[src/core/uifl_pkg.sv]
// constants for the interrupt identification and line format block
package uifl_pkg;
    // register byte addresses
    localparam logic [7:0] UIFL_ADDR_IDENT   = 8'h00; // interrupt_identification, read only
    localparam logic [7:0] UIFL_ADDR_LINE    = 8'h04; // line_format_control
    localparam logic [7:0] UIFL_ADDR_EVENTS  = 8'h08; // cause events, sticky, write one to clear
    localparam logic [7:0] UIFL_ADDR_MASK    = 8'h0c; // cause enables
    localparam logic [7:0] UIFL_ADDR_CONFIG  = 8'h10; // fifo enable, enhanced enable
    localparam logic [7:0] UIFL_ADDR_SERVICE = 8'h14; // write one to service a cause
    localparam logic [7:0] UIFL_ADDR_STATUS  = 8'h18; // line format decode and flags
    // cause bit positions in events, mask and service
    localparam int UIFL_C_LINE = 0; // receiver line status, level 1
    localparam int UIFL_C_RXDA = 1; // receive data available, level 2
    localparam int UIFL_C_RXTO = 2; // receive time-out, level 2
    localparam int UIFL_C_THRE = 3; // transmit holding empty, level 3
    localparam int UIFL_C_MODM = 4; // modem status change, level 4
    localparam int UIFL_C_XOFF = 5; // xoff or special character, level 5
    localparam int UIFL_C_FLOW = 6; // cts or rts change, level 6
    localparam int UIFL_NCAUSE = 7;
    localparam int UIFL_CFG_FIFO = 0; // fifo mode bit
    localparam int UIFL_CFG_ENH = 1;  // enhanced feature enable bit
    // identification codes, bits 5 to 0
    localparam logic [5:0] UIFL_ID_NONE = 6'h01;
    localparam logic [5:0] UIFL_ID_LINE = 6'h06;
    localparam logic [5:0] UIFL_ID_RXDA = 6'h04;
    localparam logic [5:0] UIFL_ID_RXTO = 6'h0c;
    localparam logic [5:0] UIFL_ID_THRE = 6'h02;
    localparam logic [5:0] UIFL_ID_MODM = 6'h00;
    localparam logic [5:0] UIFL_ID_XOFF = 6'h10;
    localparam logic [5:0] UIFL_ID_FLOW = 6'h20;
    // line format control fields
    localparam int UIFL_LF_DLAB = 7;
    localparam int UIFL_LF_BRK = 6;
    localparam int UIFL_LF_STOP = 2;
    localparam logic [7:0] UIFL_LF_RESET = 8'h00;
    // parity codes, bits 5 to 3
    localparam logic [2:0] UIFL_PAR_ODD = 3'h1;
    localparam logic [2:0] UIFL_PAR_EVEN = 3'h3;
    localparam logic [2:0] UIFL_PAR_ONE = 3'h5;
    localparam logic [2:0] UIFL_PAR_ZERO = 3'h7;
    // parity mode encoding in the status register
    typedef enum logic [2:0] {
        UIFL_PM_NONE = 3'h0,
        UIFL_PM_ODD  = 3'h1,
        UIFL_PM_EVEN = 3'h2,
        UIFL_PM_ONE  = 3'h3,
        UIFL_PM_ZERO = 3'h4
    } uifl_par_t;
    // axi responses
    localparam logic [1:0] UIFL_RESP_OKAY = 2'h0;
    localparam logic [1:0] UIFL_RESP_SLVERR = 2'h2;
endpackage

[src/core/uifl_core.sv]
// interrupt identification and line format control with an axi4-lite slave
// What this block does
// - rank pending causes into six levels
// - report only highest cause until serviced
// - line status is level one, code 000110
// - rx data 000100, timeout 001100, level two
// - bits 3:1 encode levels 1-3; thr 000010
// - modem change level four, all zeros
// - xoff/special level five, code 010000
// - cts/rts change level six, code 100000
// - bits 7:6 ones in fifo mode
// - bits 5:4 only with enhanced enable
// - bit 4 holds from xoff until xon
// - bit 0 low while any enabled cause pending, levels 5-6 also need enhanced enable
// - line bit 7 selects divisor latch space
// - line bit 6 forces transmit low
// - line bits 5:3 select parity
// - line bit 2 selects stop length
// - line bits 1:0 select word length
module uifl_core
    import uifl_pkg::*;
(
    // clock and reset
    input wire logic aclk,
    input wire logic aresetn,
    // axi4-lite write address
    input wire logic [7:0] s_axi_awaddr,
    input wire logic s_axi_awvalid,
    output logic s_axi_awready,
    // axi4-lite write data
    input wire logic [31:0] s_axi_wdata,
    input wire logic [3:0] s_axi_wstrb,
    input wire logic s_axi_wvalid,
    output logic s_axi_wready,
    // axi4-lite write response
    output logic [1:0] s_axi_bresp,
    output logic s_axi_bvalid,
    input wire logic s_axi_bready,
    // axi4-lite read address
    input wire logic [7:0] s_axi_araddr,
    input wire logic s_axi_arvalid,
    output logic s_axi_arready,
    // axi4-lite read data
    output logic [31:0] s_axi_rdata,
    output logic [1:0] s_axi_rresp,
    output logic s_axi_rvalid,
    input wire logic s_axi_rready,
    // cause events from the uart, one-cycle pulses on aclk
    input wire logic [UIFL_NCAUSE-1:0] cause_event,
    input wire logic xon_received,
    // serial side
    input wire logic tx_serial_in,
    output logic tx_serial_out,
    output logic divisor_access,
    // interrupt
    output logic irq
);
    // register state
    logic [7:0] line_format_control; // line format
    logic [UIFL_NCAUSE-1:0] pending; // sticky cause bits
    logic [UIFL_NCAUSE-1:0] mask; // cause enables
    logic [1:0] config_bits; // fifo and enhanced enables
    logic xoff_hold; // stays set from xoff until xon
    logic [UIFL_NCAUSE-1:0] active; // enabled pending causes
    logic [7:0] ident; // identification value
    logic [2:0] word_bits; // word length minus five
    logic [1:0] stop_half; // stop length in half bits
    uifl_par_t par_mode; // decoded parity
    // bus handshake state
    logic aw_held, w_held; // captured halves of a write
    logic [7:0] aw_addr;
    logic [31:0] w_data;
    logic [3:0] w_strb;
    logic do_write, do_read;
    logic [UIFL_NCAUSE-1:0] svc; // service pulse on write
    logic [UIFL_NCAUSE-1:0] clr; // causes cleared by software this cycle
    logic [5:0] hold_bit; // xoff hold as it shows in bits 5 to 0

    assign active = pending & mask;
    // the xoff hold overlays bit 4 on whatever code is reported, so checks add it in
    assign hold_bit = {1'b0, config_bits[UIFL_CFG_ENH] & xoff_hold, 4'h0};

    // priority encoder of the identification value
    always_comb begin
        ident = {2'h0, UIFL_ID_NONE};
        if (active[UIFL_C_LINE]) begin
            ident[5:0] = UIFL_ID_LINE;
        end else if (active[UIFL_C_RXDA]) begin
            ident[5:0] = UIFL_ID_RXDA;
        end else if (active[UIFL_C_RXTO]) begin
            ident[5:0] = UIFL_ID_RXTO;
        end else if (active[UIFL_C_THRE]) begin
            ident[5:0] = UIFL_ID_THRE;
        end else if (active[UIFL_C_MODM]) begin
            ident[5:0] = UIFL_ID_MODM;
        end else if (config_bits[UIFL_CFG_ENH] && active[UIFL_C_XOFF]) begin
            ident[5:0] = UIFL_ID_XOFF;
        end else if (config_bits[UIFL_CFG_ENH] && active[UIFL_C_FLOW]) begin
            ident[5:0] = UIFL_ID_FLOW;
        end
        // bit 4 stays up from xoff to xon, even under a higher cause
        if (config_bits[UIFL_CFG_ENH] && xoff_hold) begin
            ident[4] = 1'b1;
        end
        ident[7:6] = {2{config_bits[UIFL_CFG_FIFO]}};
    end

    // line format decode
    always_comb begin
        word_bits = {1'b0, line_format_control[1:0]};
        if (!line_format_control[UIFL_LF_STOP]) begin
            stop_half = 2'h2;
        end else if (line_format_control[1:0] == 2'h0) begin
            stop_half = 2'h3;
        end else begin
            stop_half = 2'h0; // two stops, encoded as zero
        end
        if (!line_format_control[3]) begin
            par_mode = UIFL_PM_NONE;
        end else begin
            unique case (line_format_control[5:3])
                UIFL_PAR_EVEN: par_mode = UIFL_PM_EVEN;
                UIFL_PAR_ONE: par_mode = UIFL_PM_ONE;
                UIFL_PAR_ZERO: par_mode = UIFL_PM_ZERO;
                default: par_mode = UIFL_PM_ODD;
            endcase
        end
    end

    // write address and data capture, any order
    assign do_write = aw_held && w_held && !s_axi_bvalid;
    always_ff @(posedge aclk) begin
        if (!aresetn) begin
            aw_held <= 1'b0;
            w_held <= 1'b0;
            aw_addr <= 8'h00;
            w_data <= 32'h0000_0000;
            w_strb <= 4'h0;
        end else begin
            if (s_axi_awvalid && s_axi_awready) begin
                aw_held <= 1'b1;
                aw_addr <= s_axi_awaddr;
            end else if (do_write) begin
                aw_held <= 1'b0;
            end
            if (s_axi_wvalid && s_axi_wready) begin
                w_held <= 1'b1;
                w_data <= s_axi_wdata;
                w_strb <= s_axi_wstrb;
            end else if (do_write) begin
                w_held <= 1'b0;
            end
        end
    end

    // ready flags registered
    // each ready drops the cycle after its handshake so a half is taken once
    always_ff @(posedge aclk) begin
        if (!aresetn) begin
            s_axi_awready <= 1'b0;
            s_axi_wready <= 1'b0;
        end else begin
            s_axi_awready <= !aw_held && !(s_axi_awvalid && s_axi_awready) && !s_axi_bvalid;
            s_axi_wready <= !w_held && !(s_axi_wvalid && s_axi_wready) && !s_axi_bvalid;
        end
    end

    // write response
    // any word beyond the status register answers slave error
    always_ff @(posedge aclk) begin
        if (!aresetn) begin
            s_axi_bvalid <= 1'b0;
            s_axi_bresp <= UIFL_RESP_OKAY;
        end else if (do_write) begin
            s_axi_bvalid <= 1'b1;
            s_axi_bresp <= (aw_addr[7:2] > UIFL_ADDR_STATUS[7:2]) ? UIFL_RESP_SLVERR : UIFL_RESP_OKAY;
        end else if (s_axi_bready) begin
            s_axi_bvalid <= 1'b0;
        end
    end

    // register writes
    assign svc = (do_write && aw_addr[7:2] == UIFL_ADDR_SERVICE[7:2] && w_strb[0])
        ? w_data[UIFL_NCAUSE-1:0] : '0;
    always_ff @(posedge aclk) begin
        if (!aresetn) begin
            line_format_control <= UIFL_LF_RESET;
            mask <= '0;
            config_bits <= 2'h0;
        end else if (do_write && w_strb[0]) begin
            if (aw_addr[7:2] == UIFL_ADDR_LINE[7:2]) begin
                line_format_control <= w_data[7:0];
            end
            if (aw_addr[7:2] == UIFL_ADDR_MASK[7:2]) begin
                mask <= w_data[UIFL_NCAUSE-1:0];
            end
            if (aw_addr[7:2] == UIFL_ADDR_CONFIG[7:2]) begin
                config_bits <= w_data[1:0];
            end
        end
    end

    // causes cleared this cycle by service or write one to clear
    always_comb begin
        clr = svc;
        if (do_write && w_strb[0] && aw_addr[7:2] == UIFL_ADDR_EVENTS[7:2]) begin
            clr = clr | w_data[UIFL_NCAUSE-1:0]; // write one to clear
        end
    end

    // sticky causes, set wins over clear and service
    // so an event landing in the clear cycle is never lost
    always_ff @(posedge aclk) begin
        if (!aresetn) begin
            pending <= '0;
        end else begin
            pending <= (pending & ~clr) | cause_event;
        end
    end

    // xoff flag held until xon
    always_ff @(posedge aclk) begin
        if (!aresetn) begin
            xoff_hold <= 1'b0;
        end else if (cause_event[UIFL_C_XOFF]) begin
            xoff_hold <= 1'b1;
        end else if (xon_received) begin
            xoff_hold <= 1'b0;
        end
    end

    // read channel
    // read data samples ident at the accept edge, so it shows causes up to that edge
    assign do_read = s_axi_arvalid && s_axi_arready;
    always_ff @(posedge aclk) begin
        if (!aresetn) begin
            s_axi_arready <= 1'b0;
            s_axi_rvalid <= 1'b0;
            s_axi_rdata <= 32'h0000_0000;
            s_axi_rresp <= UIFL_RESP_OKAY;
        end else begin
            s_axi_arready <= !s_axi_rvalid && !do_read;
            if (do_read) begin
                s_axi_rvalid <= 1'b1;
                s_axi_rresp <= UIFL_RESP_OKAY;
                unique case (s_axi_araddr[7:2])
                    UIFL_ADDR_IDENT[7:2]: s_axi_rdata <= {24'h0, ident};
                    UIFL_ADDR_LINE[7:2]: s_axi_rdata <= {24'h0, line_format_control};
                    UIFL_ADDR_EVENTS[7:2]: s_axi_rdata <= {25'h0, pending};
                    UIFL_ADDR_MASK[7:2]: s_axi_rdata <= {25'h0, mask};
                    UIFL_ADDR_CONFIG[7:2]: s_axi_rdata <= {30'h0, config_bits};
                    UIFL_ADDR_SERVICE[7:2]: s_axi_rdata <= 32'h0000_0000;
                    UIFL_ADDR_STATUS[7:2]: s_axi_rdata <= {23'h0, xoff_hold, par_mode, stop_half, word_bits};
                    default: begin
                        s_axi_rdata <= 32'h0000_0000;
                        s_axi_rresp <= UIFL_RESP_SLVERR;
                    end
                endcase
            end else if (s_axi_rready) begin
                s_axi_rvalid <= 1'b0;
            end
        end
    end

    // serial and interrupt outputs
    always_ff @(posedge aclk) begin
        if (!aresetn) begin
            tx_serial_out <= 1'b1;
            divisor_access <= 1'b0;
            irq <= 1'b0;
        end else begin
            tx_serial_out <= tx_serial_in && !line_format_control[UIFL_LF_BRK];
            divisor_access <= line_format_control[UIFL_LF_DLAB];
            irq <= |active;
        end
    end

    // checks
    AST_BREAK: assert property (@(posedge aclk) disable iff (!aresetn)
        line_format_control[UIFL_LF_BRK] |=> !tx_serial_out)
        else $error("break not forcing transmit low");
    AST_DLAB: assert property (@(posedge aclk) disable iff (!aresetn)
        ##1 divisor_access == $past(line_format_control[UIFL_LF_DLAB]))
        else $error("divisor access wrong");
    AST_TOP: assert property (@(posedge aclk) disable iff (!aresetn)
        active[UIFL_C_LINE] |-> ident[5:0] == (UIFL_ID_LINE | hold_bit))
        else $error("line status not top");
    AST_NONE: assert property (@(posedge aclk) disable iff (!aresetn)
        (active == '0) |-> ident[0])
        else $error("bit zero low with nothing pending");
    AST_PEND: assert property (@(posedge aclk) disable iff (!aresetn)
        (|active[UIFL_C_MODM:0]) |-> !ident[0])
        else $error("bit zero high while pending");
    AST_FIFO: assert property (@(posedge aclk) disable iff (!aresetn)
        do_read && s_axi_araddr[7:2] == UIFL_ADDR_IDENT[7:2]
            |=> s_axi_rdata[7:6] == {2{$past(config_bits[UIFL_CFG_FIFO])}})
        else $error("fifo bits wrong");
    AST_ENH: assert property (@(posedge aclk) disable iff (!aresetn)
        !config_bits[UIFL_CFG_ENH] |-> ident[5:4] == 2'h0)
        else $error("enhanced bits without enable");
    AST_SVC: assert property (@(posedge aclk) disable iff (!aresetn)
        svc[UIFL_C_THRE] && !cause_event[UIFL_C_THRE] |=> !pending[UIFL_C_THRE])
        else $error("serviced cause not dropped");
    AST_XOFF: assert property (@(posedge aclk) disable iff (!aresetn)
        cause_event[UIFL_C_XOFF] |=> xoff_hold)
        else $error("xoff flag not set");

    // code for each level when it is the highest enabled cause
    AST_RXDA: assert property (@(posedge aclk) disable iff (!aresetn)
        active[UIFL_C_RXDA] && !active[UIFL_C_LINE] |-> ident[5:0] == (UIFL_ID_RXDA | hold_bit))
        else $error("data available code wrong");
    AST_RXTO: assert property (@(posedge aclk) disable iff (!aresetn)
        active[UIFL_C_RXTO] && ~|active[UIFL_C_RXDA:0] |-> ident[5:0] == (UIFL_ID_RXTO | hold_bit))
        else $error("time-out code wrong");
    AST_THRE: assert property (@(posedge aclk) disable iff (!aresetn)
        active[UIFL_C_THRE] && ~|active[UIFL_C_RXTO:0] |-> ident[5:0] == (UIFL_ID_THRE | hold_bit))
        else $error("holding empty code wrong");
    AST_MODM: assert property (@(posedge aclk) disable iff (!aresetn)
        active[UIFL_C_MODM] && ~|active[UIFL_C_THRE:0] |-> ident[5:0] == (UIFL_ID_MODM | hold_bit))
        else $error("modem code wrong");
    AST_XCODE: assert property (@(posedge aclk) disable iff (!aresetn)
        config_bits[UIFL_CFG_ENH] && active[UIFL_C_XOFF] && ~|active[UIFL_C_MODM:0]
            |-> ident[5:0] == (UIFL_ID_XOFF | hold_bit))
        else $error("xoff code wrong");
    AST_FLOWC: assert property (@(posedge aclk) disable iff (!aresetn)
        config_bits[UIFL_CFG_ENH] && active[UIFL_C_FLOW] && ~|active[UIFL_C_XOFF:0]
            |-> ident[5:0] == (UIFL_ID_FLOW | hold_bit))
        else $error("flow control code wrong");

    // xoff hold release and set-wins causes
    AST_XON: assert property (@(posedge aclk) disable iff (!aresetn)
        xon_received && !cause_event[UIFL_C_XOFF] |=> !xoff_hold)
        else $error("xoff hold not released by xon");
    AST_SET: assert property (@(posedge aclk) disable iff (!aresetn)
        (|cause_event) |=> (pending & $past(cause_event)) == $past(cause_event))
        else $error("cause event lost");

    // break release, parity and status read path
    AST_TXPASS: assert property (@(posedge aclk) disable iff (!aresetn)
        !line_format_control[UIFL_LF_BRK] |=> tx_serial_out == $past(tx_serial_in))
        else $error("transmit not passed through without break");
    AST_PAR1: assert property (@(posedge aclk) disable iff (!aresetn)
        line_format_control[5:3] == UIFL_PAR_ONE |-> par_mode == UIFL_PM_ONE)
        else $error("forced one parity not decoded");
    AST_STAT: assert property (@(posedge aclk) disable iff (!aresetn)
        do_read && s_axi_araddr[7:2] == UIFL_ADDR_STATUS[7:2]
            |=> s_axi_rdata[2:0] == {1'b0, $past(line_format_control[1:0])})
        else $error("word length decode wrong");
endmodule

[config.mk]
export PLATFORM = sky130hd
export DESIGN_NAME = uifl_core
export DESIGN_NICKNAME = d
export VERILOG_FILES = /design/src/core/uifl_pkg.sv /design/src/core/uifl_core.sv
export SDC_FILE = /design/constraint.sdc
export NUM_CORES = 1
export LEC_CHECK = 0
export BUFFER_PORTS_ARGS = -buffer_cell sky130_fd_sc_hd__buf_2
export CELL_PAD_IN_SITES_DETAIL_PLACEMENT = 0
export CELL_PAD_IN_SITES_GLOBAL_PLACEMENT = 1
export CORE_AREA = 2 2 91 93
export DETAILED_ROUTE_END_ITERATION = 7
export DIE_AREA = 0 0 93 95
export PLACE_DENSITY = 0.9
export SYNTH_ARGS = -nofsm -noshare
export SYNTH_HDL_FRONTEND = slang
export SYNTH_SLANG_ARGS = --single-unit
export TNS_END_PERCENT = 10
[constraint.sdc]
create_clock -name aclk -period 3.9 [get_ports aclk]
set_input_delay 0.195 -clock aclk [delete_from_list [all_inputs] [get_ports aclk]]
set_output_delay 0.195 -clock aclk [all_outputs]
set_load 0.05 [all_outputs]
* Yosys cells after proc, flatten, opt, wreduce, memory -nomap -nowiden
Index checks and enable logic that the tools add are counted.
** Operators by class
- Order comparisons :: 1
- Equal/unequal tests :: 14
- Multiplexer cells :: 26
- Bitwise gates (word level) :: 5
- Reductions and logical operators :: 38
** Operators with widths (number)
- 9-bit one-hot mux with 6 select lines :: 1
- 6-bit 2-to-1 mux :: 7
- 6-bit by 3-bit == test with 1-bit output, second input constant :: 5
- 6-bit by 2-bit == test with 1-bit output, second input constant :: 4
- 1-bit logical AND :: 18
- 7-bit bitwise AND :: 2
- 7-bit 2-to-1 mux :: 2
- 7-bit bitwise OR :: 2
- 7-bit OR reduction :: 2
- 6-bit by 1-bit == test with 1-bit output, second input constant :: 2
- 1-bit 2-to-1 mux :: 10
- 2-bit nonzero test :: 5
- 3-bit one-hot mux with 3 select lines :: 1
- 1-bit zero test :: 8
- 2-bit 2-to-1 mux :: 4
- 7-bit inverter :: 1
- 3-bit == test, second input constant :: 2
- 6-bit by 3-bit greater-than comparator with 1-bit output, second input constant :: 1
- 6-bit zero test :: 1
- 2-bit AND reduction :: 3
- 3-bit by 2-bit == test with 1-bit output, second input constant :: 1
- 3-bit 2-to-1 mux :: 1
- 2-bit zero test :: 1
** Storage, ports and cells
- Bits in registers :: 88
- Output and inout port bits :: 44
- Word-level logic and storage cells :: 105

* Logic depth before layout (Yosys ltp)
Gate-level depths: netlist of the first run.
- Word-level depth :: 11
- Depth in mapped cells :: 6
- Gate-level depth less buffers :: 4

* Least setup slack after synthesis of the first run
Ideal clock, no wire load.
- Path kind :: register to register
- Start :: register s_axi_bvalid
- End :: register mask[4]
- Arrival time :: 1.581 ns
- Data required time :: 3.831 ns
- Setup slack :: 2.250 ns
- Cell stages (with the launch flop) :: 6
- Buffers on the path :: 1
- Path through :: dfxtp_1 > and4b_1 > nand4_1 > clkbuf_1 > nand3_1 > o21ai_1
** On the way
- Word-level cells in the longest chain between the ends :: 4
** RTL lines
- from (decl) :: RTL line uifl_core.sv:37 : output logic s_axi_bvalid,
- from (signal assigned) :: RTL line uifl_core.sv:172 : s_axi_bvalid <= 1'b0;
- from (signal assigned) :: RTL line uifl_core.sv:175 : s_axi_bvalid <= 1'b1;
- from (signal assigned) :: RTL line uifl_core.sv:178 : s_axi_bvalid <= 1'b0;
- 1-bit zero test :: RTL line uifl_core.sv:131 : assign do_write = aw_held && w_held && !s_axi_bvalid;
- 1-bit logical AND :: RTL line uifl_core.sv:131
- 1-bit logical AND :: RTL line uifl_core.sv:190 : end else if (do_write && w_strb[0]) begin
- 2-bit AND reduction (no line)
- to (signal assigned) :: RTL line uifl_core.sv:195 : mask <= w_data[UIFL_NCAUSE-1:0];
- to (decl) :: RTL line uifl_core.sv:61 : logic [UIFL_NCAUSE-1:0] mask;
No other way between the ends.
A chain may end at the register's enable or synchronous reset.

* Worst setup path in the final report of the first run
- Start :: register pending[2]
- End :: register s_axi_rdata[0]
** On the way
- Word-level cells in the longest chain between the ends :: 5
** RTL lines
- from (decl) :: RTL line uifl_core.sv:60 : logic [UIFL_NCAUSE-1:0] pending;
- from (signal assigned) :: RTL line uifl_core.sv:217 : pending <= (pending & ~clr) | cause_event;
- 7-bit bitwise AND :: RTL line uifl_core.sv:79 : assign active = pending & mask;
- 6-bit 2-to-1 mux :: RTL line uifl_core.sv:90 : end else if (active[UIFL_C_RXTO]) begin
- 6-bit 2-to-1 mux :: RTL line uifl_core.sv:88 : end else if (active[UIFL_C_RXDA]) begin
- 6-bit 2-to-1 mux :: RTL line uifl_core.sv:86 : if (active[UIFL_C_LINE]) begin
- 9-bit one-hot mux with 6 select lines :: RTL line uifl_core.sv:246 : unique case (s_axi_araddr[7:2])
- to (signal assigned) :: RTL line uifl_core.sv:247 : UIFL_ADDR_IDENT[7:2]: s_axi_rdata <= {24'h0, ident};
- to (signal assigned) :: RTL line uifl_core.sv:248 : UIFL_ADDR_LINE[7:2]: s_axi_rdata <= {24'h0, line_format_control};
- to (signal assigned) :: RTL line uifl_core.sv:249 : UIFL_ADDR_EVENTS[7:2]: s_axi_rdata <= {25'h0, pending};
- to (decl) :: RTL line uifl_core.sv:44 : output logic [31:0] s_axi_rdata,
No other way between the ends.

==> results of run 1 <==
[synthesized netlist by cell type (2+ instances only)]
cell type  instances  area [um^2]
a21boi_1          17          128
inv_1             14         52.6
and3_1             4         25.0
a32o_1             2         20.0
a21oi_1           11         55.1
a221oi_1           2         17.5
nand3_1           18         90.1
buf_4             25          188
o41ai_1            2         17.5
and4b_1            2         20.0
o21ai_0           19         95.1
a21boi_0           3         22.5
a31o_1             2         17.5
clkbuf_1          12         45.0
a21o_1             2         15.0
a41o_1             2         20.0
buf_1              3         11.3
nor3b_1            4         30.0
nor2b_1            5         31.3
a31oi_1           14         87.6
a22oi_1            3         22.5
a211oi_1           2         15.0
nand3b_1           4         30.0
nand2_1           54          203
mux2i_1           11          110
mux2_1             2         22.5
nor2_1             6         22.5
nor3_1             4         20.0
dfxtp_1           61         1220
and2_1             2         12.5
nand4_1            2         12.5
o21ai_1            9         45.0
nand2b_1           2         12.5
buf_2              3         15.0
[cell type report]
cell class | instances | area share, %
Tap cell | 105 | 3.87
Clock buffer | 10 | 4.05
Sequential cell | 61 | 36.0
Timing Repair Buffer | 56 | 8.33
Multi-Input combinational cell | 253 | 43.7
Inverter | 14 | 1.55
Clock inverter | 6 | 2.54
[layer usage]
| metal | up-vias | global-route usage, % | share of wire (%) |
|---|---|---|---|
| li1 | 1283 | - | - |
| met1 | 1187 | 21.5 | 49 |
| met2 | 83 | 24.2 | 44 |
| met3 | 8 | 2.47 | 5.9 |
| met4 | 0 | 7.23 | 1.2 |
| met5 | - | 0 | 0 |
[through the flow]
step / worst slack, ns / hold WS [ns] / instance area [um^2] / cells / util, %
2_1_floorplan: 2.25 / 0.321 / 3020 / 371 / -
3_3_place_gp: 2.15 / 0.423 / 3170 / 489 / 40.0
3_5_place_dp: 2.16 / 0.431 / 3170 / 489 / 40.0
4_1_cts: 2.15 / 0.0718 / 3400 / 505 / 42.8
5_1_grt: 1.98 / 0.0891 / 3400 / 505 / 42.8
6_report: 2.12 / 0.0814 / 3400 / 505 / 42.8
[worst max-delay path by stage]
stage               startpoint              to  slack [ns]  cells after the start
2_1_floorplan     s_axi_bvalid         mask[4]        2.25                      5
3_3_place_gp   s_axi_araddr[4]  s_axi_rdata[0]        2.15                      4
3_5_place_dp   s_axi_araddr[4]  s_axi_rdata[0]        2.16                      4
4_1_cts             pending[2]  s_axi_rdata[0]        2.15                      4
5_1_grt             aw_addr[7]         mask[1]        1.98                      4
6_report            pending[2]  s_axi_rdata[0]        2.12                      4
[registers in the layout (all words and copies together), names as in the netlist, 2 cells and up]
| signal | flops |
|---|---|
| aw_addr | 6 |
| config_bits | 2 |
| line_format_control | 8 |
| mask | 7 |
| pending | 7 |
| s_axi_rdata | 9 |
| w_data | 8 |
[layout by cell type, fill, tap and decap left out, drive strengths merged, types with 3 or more instances in the layout]
cell type	count
clkbuf	10
a21oi	11
nor3	5
nor3b	4
a22oi	3
a31oi	14
conb	25
inv	14
nand3b	4
nor2	6
mux2i	11
dfxtp	61
mux2	3
a21boi	20
nand2	54
nand3	18
nor2b	5
clkinv	3
and3	4
o21ai	28
buf	56
[power by group through the flow]
| stage | sequential, W | combinational, W | clock (W) |
|---|---|---|---|
| after floorplan | 0.000706 | 0.000139 | 0 |
| after global placement | 0.000680 | 0.000188 | 0 |
| after detailed placement | 0.000682 | 0.000190 | 0 |
| after CTS | 0.000667 | 0.000191 | 0.000643 |
| after global routing | 0.000670 | 0.000207 | 0.000668 |
| final | 0.000668 | 0.000191 | 0.000628 |
[cell families after synthesis]
logic type,after synthesis
AND/OR/NAND/NOR,117
XOR/XNOR,1
flip-flops,61
multiplexers,15
buffers and inverters,57
other,1
AO/OA/AOI/OAI,95
[worst max-delay path: stages (launching register included)]
cell and delay (ns):
dfxtp_1 0.37, a222oi_1 0.49, nand2_1 0.14, or4_1 0.55, a31oi_1 0.16
==> metrics.txt, run 1 <==
# TYPE chip_impl_metric gauge
chip_impl_metric{name="swShare",unit="%"} 28.0
chip_impl_metric{name="antenna_cells_inserted",unit=""} 0
chip_impl_metric{name="hold_path_depth",unit=""} 3
chip_impl_metric{name="fp.dieH",unit="um"} 95
chip_impl_metric{name="drive_above_1_share",unit="%"} 19.3
chip_impl_metric{name="combinationalPowerShare",unit="%"} 12.8
chip_impl_metric{name="routed_wirelength",unit="um"} 6680
chip_impl_metric{name="ys_ff_latch",unit=""} 61
chip_impl_info{name="cp-end-kind",value="register"} 1
chip_impl_metric{name="grt_max_degree",unit=""} 72
chip_impl_metric{name="synth-simple-area-share",unit="%"} 20.3
chip_impl_metric{name="placement.io_buffers",unit=""} 55
chip_impl_metric{name="post-route-period-util",unit="%"} 45.5
chip_impl_info{name="worstReg2RegEnd",value="s_axi_rdata[0]"} 1
chip_impl_metric{name="final_period_minus_worst_setup_slack",unit="ns"} 1.78
chip_impl_metric{name="detailed_place_hpwl",unit="um"} 4770
chip_impl_metric{name="postCtsHoldBufs",unit=""} 0
chip_impl_info{name="regToRegStartpoint",value="pending[2]"} 1
chip_impl_metric{name="fin_skew",unit="ns"} 0.00489
chip_impl_metric{name="vias_per_cell",unit=""} 5.07
chip_impl_metric{name="power_frac_clock",unit="%"} 42.3
chip_impl_metric{name="detail_route.iter0.violations",unit=""} 112
chip_impl_metric{name="clk_pin_slew",unit="ns"} 0.07
chip_impl_metric{name="synth_compound_area_share",unit="%"} 21.2
chip_impl_metric{name="proportion_of_register_bits_with_asynchronous_set_or_reset_after_synthesis",unit="%"} 0
chip_impl_metric{name="drt_pass1_iterations",unit=""} 4
chip_impl_metric{name="static-leakage-power",unit="nW"} 1.39
chip_impl_metric{name="clock_sink_count",unit=""} 61
chip_impl_metric{name="slew_viol_final",unit=""} 0
chip_impl_metric{name="synth.yosys.seq_area_share",unit="%"} 41.7
chip_impl_metric{name="cts-buffers-inserted",unit=""} 9
chip_impl_metric{name="nFillCells",unit=""} 830
chip_impl_metric{name="synth_fa_ha_area_share",unit="%"} 0
chip_impl_metric{name="fp.dieW",unit="um"} 93
chip_impl_metric{name="worst-endpoint-required",unit="ns"} 4.17
chip_impl_metric{name="fin_setup_tns",unit="ns"} 0
chip_impl_metric{name="timing.critical_path.fanout_max",unit=""} 5
chip_impl_metric{name="bufs_on_longest_clock_path",unit=""} 2
chip_impl_metric{name="max_freq",unit="GHz"} 0.563
chip_impl_metric{name="final-seq-area",unit="mm^2"} 0.00122
chip_impl_metric{name="internal-power",unit="W"} 0.00107
chip_impl_info{name="status",value="finished, final reports clean"} 1
chip_impl_metric{name="num-nets-final",unit=""} 463
chip_impl_metric{name="power.ir.vdd_worst",unit="V"} 0.000201
chip_impl_metric{name="syn_to_final_growth",unit="%"} 16.0
chip_impl_info{name="grt_setup_unrepaired",value="no"} 1
chip_impl_metric{name="clkLatencyLatePin",unit="ns"} 0.34
chip_impl_metric{name="mappedNetlistArea",unit="mm^2"} 0.00293
chip_impl_metric{name="boundaryPins",unit=""} 112
chip_impl_metric{name="initial_antenna_violation_count",unit=""} 0
chip_impl_metric{name="reg2reg_depth",unit=""} 4
chip_impl_info{name="worst_setup_path_start_kind",value="register"} 1
chip_impl_metric{name="setup_viol",unit=""} 0
chip_impl_metric{name="critical_path_arrival",unit="ns"} 2.05
chip_impl_metric{name="grt_pass1_wl",unit="um"} 10900
chip_impl_info{name="worstHoldStart",value="tx_serial_in"} 1
chip_impl_metric{name="via_count",unit=""} 2561
chip_impl_info{name="min_path_type",value="primary input to register"} 1
chip_impl_metric{name="initial_core_util",unit="%"} 36.9
chip_impl_info{name="critical_path_class",value="register to register"} 1
chip_impl_metric{name="multi_input_comb_area",unit="mm^2"} 0.00148
chip_impl_metric{name="post_cts_buffers",unit=""} 0
chip_impl_metric{name="syn_area_per_cell",unit="um^2"} 8.43
chip_impl_metric{name="power_frac_seq",unit="%"} 44.9
chip_impl_metric{name="slew-limit-headroom",unit="%"} 29.6
chip_impl_info{name="cts_tree",value="done"} 1
chip_impl_metric{name="full_die_area",unit="mm^2"} 0.00884
chip_impl_metric{name="cap_viol_max_count",unit=""} 0
chip_impl_metric{name="cts-resized-gates",unit=""} 0
chip_impl_info{name="main_flop_type_after_synthesis",value="dfxtp_1"} 1
chip_impl_metric{name="p_per_area",unit="mW/mm^2"} 438
chip_impl_metric{name="syn_inst",unit=""} 347
chip_impl_metric{name="detail-route-antenna-nets",unit=""} 0
chip_impl_metric{name="synth-edff-count",unit=""} 0
chip_impl_metric{name="xor_xnor_fraction_of_synth_area",unit="%"} 0.299
chip_impl_metric{name="synthesis.yosys.warnings",unit=""} 0
chip_impl_metric{name="synth.mux.area_fraction",unit="%"} 5.69
chip_impl_metric{name="num_rows",unit=""} 33
chip_impl_metric{name="worst_slew_pin_slew",unit="ns"} 1.06
chip_impl_metric{name="rrSetupSlack",unit="ns"} 2.12
chip_impl_metric{name="avgRoutedWirePerCell",unit="um"} 13.2
chip_impl_metric{name="finalWeightedCongestion",unit=""} 0.847
chip_impl_metric{name="power.switching",unit="W"} 0.000417
chip_impl_metric{name="grt_usage",unit="%"} 15.6
chip_impl_metric{name="clock_tree.htree_level_count",unit=""} 3
chip_impl_metric{name="overflow_after_grt",unit=""} 0
chip_impl_metric{name="drt_drc_violations_left",unit=""} 0
chip_impl_metric{name="report.final.hold_viol_count",unit=""} 0
chip_impl_metric{name="yosysUniqueCellTypes",unit=""} 53
chip_impl_info{name="ctsRootBufferMaster",value="clkbuf_8"} 1
chip_impl_info{name="holdPathEnd",value="tx_serial_out"} 1
chip_impl_metric{name="total_power",unit="W"} 0.00149
chip_impl_info{name="dominant_combinational_cell_family_by_area_after_synthesis",value="compound AO/OA/AOI/OAI gates"} 1
chip_impl_metric{name="via_count_of_the_first_global_routing_pass",unit=""} 2297
chip_impl_metric{name="core_area",unit="mm^2"} 0.00793
Power figures use the tool's default switching activity.
==> run 2: changes to the inputs <==
- ABC_AREA: unset -> 1
- CORE_AREA: 2 2 91 93 -> 2 2 103 105
- DIE_AREA: 0 0 93 95 -> 0 0 105 107
- PLACE_DENSITY: 0.9 -> 0.8
- clock period: 3.9 -> 1.6 ns (I/O delays scaled with it)
==> run 2 against run 1 <==
Sequential share of layout area is 2.7 points lower. Worst setup slack worse by 1.9 ns. Fmax is 26% higher. Largest cell class unchanged. Count of clock-buffer cells in the layout is 1 higher. Utilization is 6.4 points lower. Sequential power is 150% higher.
==> metrics.txt, run 2 <==
# TYPE chip_impl_metric gauge
chip_impl_metric{name="worst_slew_pin_slew",unit="ns"} 0.572
chip_impl_info{name="final_common_cell",value="nand2_1"} 1
chip_impl_metric{name="via_count",unit=""} 2791
chip_impl_metric{name="grt_max_degree",unit=""} 33
chip_impl_metric{name="largest_register_ffs",unit=""} 9
chip_impl_metric{name="initial_core_util",unit="%"} 29.3
chip_impl_metric{name="ys_ff_latch",unit=""} 61
chip_impl_info{name="worst_setup_path_start_kind",value="register"} 1
chip_impl_info{name="mostFrequentLayoutCells",value="nand2_1 (100), nor2_1 (75), dfxtp_1 (61), buf_2 (55), inv_1 (38)"} 1
chip_impl_metric{name="worst-endpoint-required",unit="ns"} 1.83
chip_impl_metric{name="synth-edff-count",unit=""} 0
chip_impl_metric{name="combinationalPowerShare",unit="%"} 14.8
chip_impl_info{name="critical_path_class",value="register to register"} 1
chip_impl_metric{name="swShare",unit="%"} 30.0
chip_impl_metric{name="p_per_area",unit="mW/mm^2"} 970
chip_impl_metric{name="static-leakage-power",unit="nW"} 1.77
chip_impl_metric{name="core_area",unit="mm^2"} 0.0101
chip_impl_metric{name="synthesis.yosys.warnings",unit=""} 0
chip_impl_info{name="registers.top_by_ff_count",value="s_axi_rdata"} 1
chip_impl_metric{name="routed_wirelength",unit="um"} 7430
chip_impl_metric{name="clock_tree.htree_level_count",unit=""} 3
chip_impl_metric{name="slew_viol_final",unit=""} 0
chip_impl_metric{name="drt_pass1_iterations",unit=""} 4
chip_impl_info{name="min_path_type",value="primary input to register"} 1
chip_impl_metric{name="grt_usage",unit="%"} 13.9
chip_impl_metric{name="avgRoutedWirePerCell",unit="um"} 11.4
chip_impl_metric{name="syn_area_per_cell",unit="um^2"} 6.81
chip_impl_metric{name="clock_sink_count",unit=""} 61
chip_impl_metric{name="power.ir.vdd_worst",unit="V"} 0.000520
chip_impl_metric{name="reg2reg_depth",unit=""} 8
chip_impl_metric{name="yosysUniqueCellTypes",unit=""} 25
chip_impl_metric{name="clk_pin_slew",unit="ns"} 0.08
chip_impl_metric{name="antenna_cells_inserted",unit=""} 0
chip_impl_metric{name="postPlaceCellArea",unit="mm^2"} 0.00330
chip_impl_metric{name="via_count_of_the_first_global_routing_pass",unit=""} 2612
chip_impl_info{name="yosysMostFrequentCell",value="nand2_1"} 1
chip_impl_metric{name="slew-limit-headroom",unit="%"} 61.6
chip_impl_metric{name="fin_skew",unit="ns"} 0.0104
chip_impl_metric{name="detail-route-antenna-nets",unit=""} 0
chip_impl_metric{name="overflow_after_grt",unit=""} 0
chip_impl_metric{name="drt_drc_violations_left",unit=""} 0
chip_impl_metric{name="use_met2",unit="%"} 21.9
chip_impl_metric{name="internal-power",unit="W"} 0.00249
chip_impl_metric{name="power_frac_seq",unit="%"} 46.2
chip_impl_metric{name="vias_per_cell",unit=""} 4.27
chip_impl_metric{name="critical_path_arrival",unit="ns"} 1.64
chip_impl_metric{name="max_freq",unit="GHz"} 0.709
chip_impl_info{name="main_flop_type_after_synthesis",value="dfxtp_1"} 1
chip_impl_metric{name="fp.dieH",unit="um"} 107
chip_impl_info{name="cp-end-kind",value="register"} 1
chip_impl_info{name="ctsRootBufferMaster",value="clkbuf_8"} 1
chip_impl_info{name="synth_largest_area_cell",value="dfxtp_1"} 1
chip_impl_metric{name="detail_route.iter0.violations",unit=""} 110
chip_impl_metric{name="synth.yosys.seq_area_share",unit="%"} 41.2
chip_impl_metric{name="power.switching",unit="W"} 0.00107
chip_impl_metric{name="timing.critical_path.fanout_max",unit=""} 10
chip_impl_info{name="top_usage_layer",value="met2"} 1
chip_impl_metric{name="setup_viol",unit=""} 0
chip_impl_metric{name="gr-usage-met1",unit="%"} 18.5
chip_impl_metric{name="final_period_minus_worst_setup_slack",unit="ns"} 1.41
chip_impl_metric{name="grt_pass1_wl",unit="um"} 12300
chip_impl_metric{name="power_frac_clock",unit="%"} 39.0
chip_impl_info{name="synth_area_leaders",value="dfxtp_1 (41%), nand2_1 (13%), nor2_1 (9.5%)"} 1
chip_impl_info{name="ys_top_cells_by_count",value="nand2_1 (100), nor2_1 (75), dfxtp_1 (61)"} 1
chip_impl_info{name="status",value="finished, final reports clean"} 1
chip_impl_metric{name="syn_inst",unit=""} 435
chip_impl_metric{name="finish.instance_area",unit="mm^2"} 0.00367
chip_impl_metric{name="yosysTopAreaCellShare",unit="%"} 41.2
chip_impl_info{name="layout_top_registers",value="s_axi_rdata: 9 flops, line_format_control: 8 flops, w_data: 8 flops"} 1
chip_impl_info{name="cts_tree",value="done"} 1
chip_impl_metric{name="full_die_area",unit="mm^2"} 0.0112
chip_impl_metric{name="detailed_place_hpwl",unit="um"} 5700
chip_impl_metric{name="report.final.hold_viol_count",unit=""} 0
chip_impl_metric{name="clkLatencyLatePin",unit="ns"} 0.35
chip_impl_metric{name="initial_antenna_violation_count",unit=""} 0
chip_impl_info{name="grt_setup_unrepaired",value="no"} 1
chip_impl_metric{name="placement.io_buffers",unit=""} 55
chip_impl_metric{name="post-route-period-util",unit="%"} 88.2
chip_impl_metric{name="num-nets-final",unit=""} 580
chip_impl_metric{name="fin_setup_tns",unit="ns"} 0
chip_impl_metric{name="boundaryPins",unit=""} 112
chip_impl_metric{name="drive_above_1_share",unit="%"} 17.6
chip_impl_metric{name="cts-buffers-inserted",unit=""} 9
chip_impl_metric{name="cap_viol_max_count",unit=""} 0
chip_impl_metric{name="mappedNetlistArea",unit="mm^2"} 0.00296
chip_impl_metric{name="proportion_of_register_bits_with_asynchronous_set_or_reset_after_synthesis",unit="%"} 0
chip_impl_metric{name="syn_to_final_growth",unit="%"} 24.0
chip_impl_metric{name="finalWeightedCongestion",unit=""} 0.829
chip_impl_metric{name="post_cts_buffers",unit=""} 0
chip_impl_metric{name="hold_path_depth",unit=""} 3
chip_impl_metric{name="nFillCells",unit=""} 1104
chip_impl_metric{name="use_met3",unit="%"} 4.13
chip_impl_metric{name="num_rows",unit=""} 37
chip_impl_metric{name="bufs_on_longest_clock_path",unit=""} 2
chip_impl_metric{name="fp.dieW",unit="um"} 105
-- run 2: path summary, 6_finish.rpt --
| check | end | slack [ns] | startpoint |
|---|---|---|---|
| setup / recovery | mask[2] | 0.19 | w_held |
| hold / removal | aw_addr[3] | 0.009 | s_axi_awaddr[3] |
| setup reg to reg | mask[2] | 0.19 | w_held |
| hold reg to reg | s_axi_arready | 0.45 | s_axi_rvalid |
-- run 2: metal layers --
metal	vias to the layer above	share of wire [%]
li1	1492	-
met1	1209	50
met2	83	43
met3	7	5.5
met4	0	0.86
met5	-	0
-- run 2: cell families after synthesis --
group / count (synthesis) / synth area share, %
simple gates: 227 / 33.5
other cells: 1 / 0.127
flops: 61 / 41.2
compound gates: 68 / 11.7
buf+inv: 78 / 13.4
-- run 2: power groups by stage --
stage | combinational [W] | sequential [W] | clock, W
floorplan | 0.000351 | 0.00174 | 0
global placement | 0.000492 | 0.00168 | 0
detailed placement | 0.000497 | 0.00168 | 0
CTS | 0.000529 | 0.00165 | 0.00142
global route | 0.000579 | 0.00166 | 0.00150
finish | 0.000529 | 0.00165 | 0.00139
-- run 2: metrics by stage --
step,hold WS [ns],util (%),cells,worst slack (ns),total power [W]
global placement,0.276,32.7,620,0.177,0.00217
global route,0.00630,36.4,653,0.0786,0.00373
detailed placement,0.284,32.7,620,0.146,0.00218
finish,0.00935,36.4,653,0.189,0.00356
CTS,0.000538,36.4,653,0.125,0.00359
floorplan,0.183,-,459,0.145,0.00209
-- run 2: area by class of cell --
cell class | instances | area (um^2) | area share [%]
flip-flops and latches | 61 | 1220 | 33.2
clock inverters | 5 | 58.8 | 1.60
repair buffers | 76 | 475 | 12.9
multi-input cells | 320 | 1440 | 39.2
inverters | 44 | 168 | 4.56
clock buffers | 11 | 141 | 3.85
well taps | 136 | 170 | 4.63
-- run 2: worst max-delay path, cell delays in order, from the launching register on --
cell     delay, ns
dfxtp_1       0.40
nand3_2       0.14
nor2_2        0.14
buf_4         0.20
inv_4         0.06
nor2_8        0.15
inv_2         0.09
nand2_1       0.06
a21oi_1       0.05
-- run 2: what timing repair did --
item,4_1_cts,5_1_grt
endpoints found under the setup margin,0,7
endpoints found under the hold margin,17,0
hold buffers,17,0
gates resized for setup,0,1
